==> config.mk <==
export PLATFORM = sky130hd
export DESIGN_NAME = vic_top
export DESIGN_NICKNAME = d
export VERILOG_FILES = /design/src/shared/vic_pkg.sv /design/src/design/vic_arb.sv /design/src/design/vic_top.sv
export SDC_FILE = /design/constraint.sdc
export NUM_CORES = 2
export LEC_CHECK = 0
export BUFFER_PORTS_ARGS = -buffer_cell sky130_fd_sc_hd__buf_2
export CORE_UTILIZATION = 30
export CTS_CLUSTER_DIAMETER = 60
export DETAILED_ROUTE_END_ITERATION = 8
export GPL_ROUTABILITY_DRIVEN = 0
export GPL_TIMING_DRIVEN = 0
export PLACE_DENSITY = 0.44
export SETUP_SLACK_MARGIN = 0.4
export SLEW_MARGIN = 15
export SYNTH_ARGS = -nofsm -noshare
export SYNTH_HDL_FRONTEND = slang
export SYNTH_SLANG_ARGS = --single-unit
==> constraint.sdc <==
create_clock -name SYS_CLK -period 75.7 [get_ports SYS_CLK]
set_input_delay 7.57 -clock SYS_CLK [delete_from_list [all_inputs] [get_ports SYS_CLK]]
set_output_delay 7.57 -clock SYS_CLK [all_outputs]
set_load 0.005 [all_outputs]
==> src/shared/vic_pkg.sv <==
// Register map, field layout and shared helpers of the vectored interrupt controller.
// Behaviour
// - One-hot spacing code gives 8 to 512 bytes.
// - Spacing ignored while single-vector mode selected.
// - Control bit 12 selects multi-vector mode.
// - Trigger level 0 disables; n starts at <=n.
// - Five pin polarity bits: 1 rising, 0 falling.
// - Per-level shadow field: 0000 set0, 0001 set1.
// - Per-level shadow fields ignored in single mode.
// - Single mode: bit 0 enables shadow set.
// - Status holds level of latest presented request.
// - Status holds number of last serviced request.
// - Timer loads reload value on a trigger while idle.
// - Flag reads 1 after request; writable; resets 0.
// - Enable bit 1 permits, 0 blocks; resets 0.
// - Unimplemented bits read zero, ignore writes.
// - Priority 0 disables source; subpriority 0 to 3.
// - Clear, set, invert aliases at +4, +8, +C.
package vic_pkg;

  localparam int          NUM_SRC        = 32;
  localparam int          NUM_EXT        = 5;
  localparam int          PRIO_WORDS     = 8;
  localparam logic [11:0] OFF_CTRL       = 12'h000;
  localparam logic [11:0] OFF_SHADOW     = 12'h010;
  localparam logic [11:0] OFF_STATUS     = 12'h020;
  localparam logic [11:0] OFF_RELOAD     = 12'h030;
  localparam logic [11:0] OFF_FLAGS      = 12'h040;
  localparam logic [11:0] OFF_ENABLE     = 12'h080;
  localparam logic [11:0] OFF_PRIO0      = 12'h0C0;
  localparam logic [1:0]  OP_WRITE       = 2'h0;
  localparam logic [1:0]  OP_CLEAR       = 2'h1;
  localparam logic [1:0]  OP_SET         = 2'h2;
  localparam logic [1:0]  OP_INVERT      = 2'h3;
  localparam int          CTRL_VS_LSB    = 16;
  localparam int          CTRL_MULTI_BIT = 12;
  localparam int          CTRL_TPC_LSB   = 8;
  localparam logic [31:0] MASK_CTRL      = 32'h007F171F;
  localparam logic [31:0] MASK_SHADOW    = 32'hFFFFFFF1;
  localparam logic [31:0] MASK_PRIO      = 32'h1F1F1F1F;
  localparam logic [31:0] MASK_FULL      = 32'hFFFFFFFF;
  localparam logic [31:0] RESET_WORD     = 32'h00000000;
  localparam logic [3:0]  SHADOW_SET1    = 4'h1;

  // Priority of one source, taken from its word in the priority control array.
  function automatic logic [2:0] prio_level(input logic [PRIO_WORDS-1:0][31:0] words, input logic [4:0] idx);
    prio_level = words[idx[4:2]][{idx[1:0], 3'b010} +: 3];
  endfunction

  function automatic logic [1:0] prio_sub(input logic [PRIO_WORDS-1:0][31:0] words, input logic [4:0] idx);
    prio_sub = words[idx[4:2]][{idx[1:0], 3'b000} +: 2];
  endfunction

  // Plain, clear, set and invert writes share one path; reserved bits stay zero.
  function automatic logic [31:0] alias_apply(input logic [31:0] old, input logic [31:0] wdata,
                                              input logic [1:0] op, input logic [31:0] mask);
    logic [31:0] val;
    case (op)
      OP_CLEAR:  val = old & ~wdata;
      OP_SET:    val = old | wdata;
      OP_INVERT: val = old ^ wdata;
      default:   val = wdata;
    endcase
    alias_apply = val & mask;
  endfunction

  // Vector offset from request number; the highest set spacing bit decides, and a zero code gives 0.
  function automatic logic [15:0] vec_offset(input logic [7:0] num, input logic [6:0] spacing);
    logic [15:0] off;
    off = 16'h0000;
    for (int k = 0; k < 7; k++) begin
      if (spacing[k]) begin
        off = {8'h00, num} << (3 + k);
      end
    end
    vec_offset = off;
  endfunction

endpackage

==> src/design/vic_arb.sv <==
// Priority arbiter choosing the winning pending source.
`timescale 1ns/1ps
`default_nettype none
module vic_arb
  import vic_pkg::*;
(
  input  wire logic [NUM_SRC-1:0]         pend,
  input  wire logic [PRIO_WORDS-1:0][31:0] prio,
  output logic                            win_valid,
  output logic [4:0]                      win_idx,
  output logic [2:0]                      win_level,
  output logic [1:0]                      win_sub
);

  // Strict comparison keeps the lowest numbered source on a full tie.
  always_comb begin
    win_valid = 1'b0;
    win_idx   = 5'h00;
    win_level = 3'h0;
    win_sub   = 2'h0;
    for (int i = 0; i < NUM_SRC; i++) begin
      if (pend[i] && (prio_level(prio, 5'(i)) > win_level ||
          (prio_level(prio, 5'(i)) == win_level && prio_sub(prio, 5'(i)) > win_sub && win_valid))) begin
        win_valid = 1'b1;
        win_idx   = 5'(i);
        win_level = prio_level(prio, 5'(i));
        win_sub   = prio_sub(prio, 5'(i));
      end
    end
  end

endmodule
`default_nettype wire

==> src/design/vic_top.sv <==
// Vectored interrupt controller: registers, pin edges, proximity timer and core request.
//
// Design decisions made here: the strobed register port and the address map.
`timescale 1ns/1ps
`default_nettype none
module vic_top
  import vic_pkg::*;
(
  input  wire logic              SYS_CLK,
  input  wire logic              RST_B,
  input  wire logic [11:0]       ADDR,
  input  wire logic [31:0]       WDATA,
  input  wire logic              WR,
  input  wire logic              RD,
  output logic [31:0]            RDATA,
  input  wire logic [NUM_SRC-1:0] SRC_IRQ,
  input  wire logic [NUM_EXT-1:0] EXT_PIN,
  input  wire logic              IRQ_ACK,
  output logic                   IRQ_REQ,
  output logic [7:0]             IRQ_NUM,
  output logic [2:0]             IRQ_LEVEL,
  output logic [1:0]             IRQ_SUB,
  output logic                   IRQ_SHADOW,
  output logic                   IRQ_MULTI,
  output logic [15:0]            IRQ_VEC_OFFSET,
  output logic                   TMR_RUNNING
);

  // ******************************************************************
  // State
  // ******************************************************************
  typedef struct packed {
    logic [31:0]                  ctrl;
    logic [31:0]                  shadow;
    logic [31:0]                  reload;
    logic [NUM_SRC-1:0]           flags;
    logic [NUM_SRC-1:0]           enables;
    logic [PRIO_WORDS-1:0][31:0]  prio;
    logic [2:0]                   req_level_st;
    logic [7:0]                   last_srv;
    logic [NUM_EXT-1:0]           pin_prev;
    logic                         tmr_run;
    logic [31:0]                  tmr_cnt;
    logic                         req;
    logic [7:0]                   num;
    logic [2:0]                   lvl;
    logic [1:0]                   sub;
    logic                         shadow_out;
    logic                         multi;
    logic [15:0]                  voff;
    logic [31:0]                  rdata;
  } vic_state_s;

  localparam vic_state_s STATE_RESET = '0;

  vic_state_s         st;
  vic_state_s         next_st;
  logic               multi;
  logic [2:0]         tpc;
  logic [NUM_SRC-1:0] set_evt;
  logic [NUM_SRC-1:0] qual;
  logic [NUM_SRC-1:0] held;
  logic [NUM_SRC-1:0] pend;
  logic               win_valid;
  logic [4:0]         win_idx;
  logic [2:0]         win_level;
  logic [1:0]         win_sub;
  logic [7:0]         pidx;
  logic               prio_hit;
  logic [1:0]         op;
  logic [7:0]         slot;
  logic               tmr_start;

  assign multi = st.ctrl[CTRL_MULTI_BIT];
  assign tpc   = st.ctrl[CTRL_TPC_LSB +: 3];
  assign slot  = ADDR[11:4];
  assign op    = ADDR[3:2];
  assign pidx  = slot - OFF_PRIO0[11:4];
  assign prio_hit = pidx < 8'(PRIO_WORDS);

  // ******************************************************************
  // Request events, timer qualification and pending set
  // ******************************************************************
  // Pins are sampled on the system clock; a pin high out of reset gives no
  // edge, as pin_prev resets to 0 and the polarity bits reset to falling.
  always_comb begin
    set_evt = SRC_IRQ;
    for (int k = 0; k < NUM_EXT; k++) begin
      if (st.ctrl[k]) begin
        set_evt[k] = SRC_IRQ[k] | (EXT_PIN[k] & ~st.pin_prev[k]);
      end else begin
        set_evt[k] = SRC_IRQ[k] | (~EXT_PIN[k] & st.pin_prev[k]);
      end
    end
    for (int i = 0; i < NUM_SRC; i++) begin
      qual[i] = (tpc != 3'h0) && (prio_level(st.prio, 5'(i)) != 3'h0) &&
                (prio_level(st.prio, 5'(i)) <= tpc);
      held[i] = st.tmr_run && qual[i];
    end
    pend      = st.flags & st.enables & ~held;
    tmr_start = !st.tmr_run && |(set_evt & st.enables & qual);
  end

  vic_arb u_arb (
    .pend      (pend),
    .prio      (st.prio),
    .win_valid (win_valid),
    .win_idx   (win_idx),
    .win_level (win_level),
    .win_sub   (win_sub)
  );

  // ******************************************************************
  // Next state
  // ******************************************************************
  always_comb begin
    next_st          = st;
    next_st.pin_prev = EXT_PIN;

    if (WR) begin
      case (1'b1)
        slot == OFF_CTRL[11:4]:
          next_st.ctrl = alias_apply(st.ctrl, WDATA, op, MASK_CTRL);
        slot == OFF_SHADOW[11:4]:
          next_st.shadow = alias_apply(st.shadow, WDATA, op, MASK_SHADOW);
        slot == OFF_RELOAD[11:4]:
          next_st.reload = alias_apply(st.reload, WDATA, op, MASK_FULL);
        slot == OFF_FLAGS[11:4]:
          next_st.flags = alias_apply(st.flags, WDATA, op, MASK_FULL);
        slot == OFF_ENABLE[11:4]:
          next_st.enables = alias_apply(st.enables, WDATA, op, MASK_FULL);
        prio_hit:
          next_st.prio[pidx[2:0]] = alias_apply(st.prio[pidx[2:0]], WDATA, op, MASK_PRIO);
        default: begin
        end
      endcase
    end
    // A request arriving with a software clear still leaves its flag set.
    next_st.flags = next_st.flags | set_evt;

    // The timer counts system clocks; a reload of zero expires on the next edge.
    if (tmr_start) begin
      next_st.tmr_run = 1'b1;
      next_st.tmr_cnt = st.reload;
    end else if (st.tmr_run) begin
      if (st.tmr_cnt == 32'h00000000) begin
        next_st.tmr_run = 1'b0;
      end else begin
        next_st.tmr_cnt = st.tmr_cnt - 32'h00000001;
      end
    end

    next_st.req   = win_valid;
    next_st.num   = {3'b000, win_idx};
    next_st.lvl   = win_level;
    next_st.sub   = win_sub;
    next_st.multi = multi;
    if (multi) begin
      next_st.shadow_out = st.shadow[{win_level, 2'b00} +: 4] == SHADOW_SET1;
      next_st.voff       = vec_offset({3'b000, win_idx}, st.ctrl[CTRL_VS_LSB +: 7]);
    end else begin
      next_st.shadow_out = st.shadow[0];
      next_st.voff       = 16'h0000;
    end
    if (win_valid) begin
      next_st.req_level_st = win_level;
    end
    if (IRQ_ACK && st.req) begin
      next_st.last_srv = st.num;
    end

    next_st.rdata = RESET_WORD;
    if (RD) begin
      case (1'b1)
        slot == OFF_CTRL[11:4]:   next_st.rdata = st.ctrl;
        slot == OFF_SHADOW[11:4]: next_st.rdata = st.shadow;
        slot == OFF_STATUS[11:4]: next_st.rdata = {21'h0, st.req_level_st, st.last_srv};
        slot == OFF_RELOAD[11:4]: next_st.rdata = st.reload;
        slot == OFF_FLAGS[11:4]:  next_st.rdata = st.flags;
        slot == OFF_ENABLE[11:4]: next_st.rdata = st.enables;
        prio_hit:                 next_st.rdata = st.prio[pidx[2:0]];
        default:                  next_st.rdata = RESET_WORD;
      endcase
    end
  end

  always_ff @(posedge SYS_CLK or negedge RST_B) begin
    if (!RST_B) begin
      st <= STATE_RESET;
    end else begin
      st <= next_st;
    end
  end

  assign RDATA          = st.rdata;
  assign IRQ_REQ        = st.req;
  assign IRQ_NUM        = st.num;
  assign IRQ_LEVEL      = st.lvl;
  assign IRQ_SUB        = st.sub;
  assign IRQ_SHADOW     = st.shadow_out;
  assign IRQ_MULTI      = st.multi;
  assign IRQ_VEC_OFFSET = st.voff;
  assign TMR_RUNNING    = st.tmr_run;

  // ******************************************************************
  // Checks
  // ******************************************************************
  logic [NUM_SRC-1:0] past_pend;

  always_ff @(posedge SYS_CLK or negedge RST_B) begin
    if (!RST_B) begin
      past_pend <= '0;
    end else begin
      past_pend <= pend;
    end
  end
endmodule
`default_nettype wire

== Word level (Yosys, flattened, before mapping) ==
Cells that the tools add are included.
Word-level totals
  bits in registers: 504
  input port bits: 86
  output and inout bits: 65
  logic and storage cells: 683
Operators by class
  add/sub/neg operators: 2
  order comparisons: 98
  eq/ne operators: 41
  shifts and indexed selects: 1
  multiplexer cells: 187
  bitwise logic cells: 60
  reductions and logical operators: 268
Operator list (count)
  2-to-1 mux 256 bit: 6
  2-to-1 mux 32 bit: 20
  case mux 32 bit (3 select lines): 4
  2-to-1 mux 320 bit: 1
  AND 32 bit: 8
  bitwise mux 256 bit: 1
  2-to-1 mux 29 bit: 7
  logical AND 1 bit: 193
  bitwise OR 32 bit: 5
  XOR 32 bit: 4
  2-to-1 mux 3 bit: 36
  nonzero test 3 bit: 33
  binary-select mux 32 bit (select 3 bit): 1
  demux 32 bit (select 3 bit): 1
  less-or-equal comparator 3 bit: 32
  2-to-1 mux 16 bit: 6
  equality test 3 bit: 31
  greater-than comparator 3 bit: 31
  case mux 29 bit (3 select lines): 1
  2-to-1 mux 5 bit: 16
  case mux 23 bit (3 select lines): 1
  2-to-1 mux 2 bit: 34
  2-to-1 mux 33 bit: 2
  inverter 32 bit: 2
  other kinds (40): 181

== Depth between registers and ports, before layout ==
  word-level depth: 202
  mapped depth: 320
  gate-level depth less buffers: 310

== By module ==
A second synthesis with hierarchy kept.
Unflattened totals
  cells, all modules: 4973
  area total of the unflattened synthesis: 43317.8 um2
Modules (own cells, without submodules)
  vic_top: times used 1, cells each 3578, area each 34144.0 um2, seq. area each 12487.0 um2
  vic_arb: times used 1, cells each 1395, area each 9173.8 um2, seq. area each 0.0 um2

== Least setup slack after synthesis ==
Ideal clock, no wire load.
  path type: reg-to-reg
  start: register st[506] (netlist bit)
  end: register st, in the netlist IRQ_SHADOW
  setup time: 131 ps
  arrival time: 53948 ps
  data required time: 75569 ps
  setup slack: 21620 ps
  stages on the path, launching flop included: 281
  path buffers: 10
  clock period less this slack: 54080 ps
  cell sequence: dfrtp_1 -> inv_1 -> ha_1 -> a31oi_1 -> a21oi_1 -> nor2_1 -> nand2_1 -> ha_1 -> and3_1 -> o211a_1 -> a31oi_1 -> nor2_1 -> mux2_2 -> ha_1 -> o21ai_0 -> a21oi_1 -> or4_1 -> o22ai_1 -> [... 245 more ...] -> a21oi_1 -> o21ai_0 -> or4_1 -> a22oi_1 -> nor2_1 -> a41o_1 -> buf_4 -> mux2_2 -> ha_1 -> nand3_1 -> a21oi_1 -> o211ai_1 -> a311oi_2 -> o21ai_0 -> o31a_2 -> mux2_1 -> o211ai_2 -> o221ai_2
RTL lines
  from (decl): line vic_top.sv:56  | vic_state_s st;
  from (signal assigned): line vic_top.sv:191  | st <= next_st;

==> impl_metrics.csv <==
group,metric,value,unit
global_route,grt_use_total,26.3,%
clock_network,htreeDepth,3,
critical_path,crit_fanout,37,
critical_path,crit_type,"flop to flop",
synth,synthCells,4949,
power,peakVddDrop,0.0181,mV
clock_network,clk_latency,0.72,ns
synth,ys_seq_elements,499,
critical_path,slowest_delay,0.89,ns
die,start_util,30.3,%
placement,io_buffers,136,
clock_network,clk_pin_slew,0.06,ns
synth,synth-main-ff-cell,"dfrtp_1",
timing,hold_viol,0,
synth,muxShareOfSynthArea,9.30,%
clock_network,cts_tree,"done",
synth,post_synth.cell_area_avg,8.69,um2
timing,fin_crit,65.96,ns
clock_network,holdBufCountCts,0,
timing,setup-violations-final,0,
route,drc,0,
timing,rsz0062_at_grt,"false",
clock_network,clock_path_buffers,3,
synth,ys_top_cells_by_area,"dfrtp_1 (29%), ha_1 (15%), a21oi_1 (5.0%)",
synth,synthSimpleGateAreaFrac,14.9,%
timing,maxSlewHeadroom,11.3,%
final_layout,layout-drive-gt1-share,15.0,%
synth,netlist_area,0.0430,mm2
route,totalWireLength,195,mm
clock_network,post_cts_buffers,0,
die,boundaryPins,151,
timing,fmax,0.0152,GHz
run_status,outcome,"complete, no violations",
synth,synthXorXnorAreaFrac,0.428,%
synth,synth-edff-count,0,
synth,synth_compound_area_share,23.7,%
synth,yosysUniqueCellTypes,142,
route,wl_per_cell,27.2,um
timing,tightest_slew,1.32,ns
route,drtPass1Iterations,6,
route,vias,40300,
die,num_rows,138,
route,drtIter0Drc,3975,
clock_network,numCtsBuffers,83,
clock_network,cts_resized,0,
worst_hold_path,holdPathStages,0,
critical_path,timing.critical_path.mode_cell,"ha_1",
die,die_w,381,um
global_route,grt_max_degree,98,
synth,yosys_warnings,0,
synth,yosysMostFrequentCell,"ha_1",
timing,slew_viol_final,0,
critical_path,critPathRequiredTime,76.27,ns
power,power_density,25.3,mW/mm2
final_layout,final_area,0.0495,mm2
timing,finClkSkew,0.0658,ns
synth,yosysTopAreaCell,"dfrtp_1",
final_layout,fin_nets,5806,
synth,synthArstFlopShare,100,%
clock_network,clock_tree.root_cell,"clkbuf_16",
placement,hpwl,154,mm
global_route,antenna_found_initial,13,
critical_path,reg2regPathDepth,280,
timing,setup_tns,0,ns
synth,synthAdderAreaFrac,15.3,%
placement,placed_area,0.0465,mm2
worst_hold_path,min_path_type,"flop to flop",
route,vias_per_cell,5.63,
timing,fin_crit_sh,87.1,%
die,core_area,0.142,mm2
synth,ys_seq_area_share,29.0,%
final_layout,n_fill_cell,14700,
global_route,grt_pass1_vias,38400,
critical_path,cp_slowest_cell,"dfrtp_4",
final_layout,syn_to_final_growth,15.1,%
global_route,grt_first_pass_wirelength,279,mm
flow_run,drv_cap,0,
die,die_area,0.145,mm2
synth,yosysTopAreaCellShare,29.0,%
global_route,grt-ovfl-total,0,
synth,synth_top_family_by_area,"compound AO/OA/AOI/OAI gates",
die,die_height,381,um
critical_path,crit_arrival,66.53,ns
clock_network,clock-sinks,499,
critical_path,cp-end-kind,"flop",
route,ant_nets,0,
critical_path,start_kind,"flop",
power,p_leak,0.0227,uW
synth,yosys-top-cells-count,"ha_1 (521), dfrtp_1 (499), nand2_1 (442)",
cell type report:
type	count	area (um2)	share of cell area, %
inverter	392	1470	2.97
clock inverter	55	737	1.49
tap	1890	2360	4.78
clock buffer	101	2230	4.51
antenna	1	2.50	0.00505
buffer	323	1680	3.39
timing repair buffer	158	1020	2.06
sequential	499	12500	25.2
multi-input combinational	3742	27500	55.6
layer usage:
| metal | routed length, um | track usage, % | vias to the layer above |
|---|---|---|---|
| li1 | - | - | 18500 |
| met1 | 83700 | 34.3 | 19900 |
| met2 | 88100 | 42.1 | 1444 |
| met3 | 11100 | 3.39 | 388 |
| met4 | 11900 | 14.1 | 10 |
| met5 | 70 | 0 | - |
final timing paths:
| check | from | slack [ns] | to |
|---|---|---|---|
| min | multi | 0.47 | IRQ_MULTI |
| min reg2reg | multi | 0.47 | IRQ_MULTI |
| max | st[505] | 9.74 | IRQ_SHADOW |
| max reg2reg | st[505] | 9.74 | IRQ_SHADOW |
| min in group asynchronous | RST_B | 6.84 | st[71] |
| max in group asynchronous | RST_B | 67.30 | st[262] |
where the power goes:
group          internal [uW]  total (uW)  switching, uW
clock                    247         412            165
combinational            188         522            335
sequential               290         319           28.7
total                    725        1250            528
critical path, delay by kind of cell, from the launching register on:
family          cells  cell delay (ns)
flops               1             0.89
buf+inv            21             3.10
fa+ha+maj          34            10.32
mux                15             5.18
simple gates       93            18.60
compound gates    117            27.54
metrics by stage:
step / std cells / hold slack, ns / setup WS, ns / total power [uW] / utilization (%)
floorplan: 4956 / 0.398 / 21.62 / 660 / -
global placement: 6982 / 0.439 / 8.56 / 827 / 32.5
detailed placement: 7004 / 0.449 / 10.42 / 835 / 32.8
CTS: 7160 / 0.463 / 10.17 / 1250 / 34.9
global route: 7160 / 0.483 / 4.45 / 1320 / 34.9
finish: 7161 / 0.468 / 9.74 / 1250 / 34.9
cell families (layout without fill, tap and decap cells):
group,after synthesis,after routing
other cells,1,9
compound gates,1509,1509
buf+inv,715,1029
flops,499,499
fa+ha+maj,528,528
mux,292,292
simple gates,1384,1384
xor+xnor,21,21
placed cells by master (no fill, tap or decap), types with 84 or more instances in the layout:
| master | instances |
|---|---|
| a211oi_1 | 270 |
| o21ai_0 | 274 |
| inv_1 | 385 |
| nor2_1 | 418 |
| and2_1 | 84 |
| mux2_2 | 178 |
| nand2_1 | 442 |
| ha_1 | 521 |
| nor3_1 | 113 |
| dfrtp_1 | 498 |
| buf_2 | 144 |
| nand3_1 | 95 |
| clkbuf_1 | 203 |
| a21oi_1 | 412 |
No activity file was read; power rests on OpenSTA's default activity.
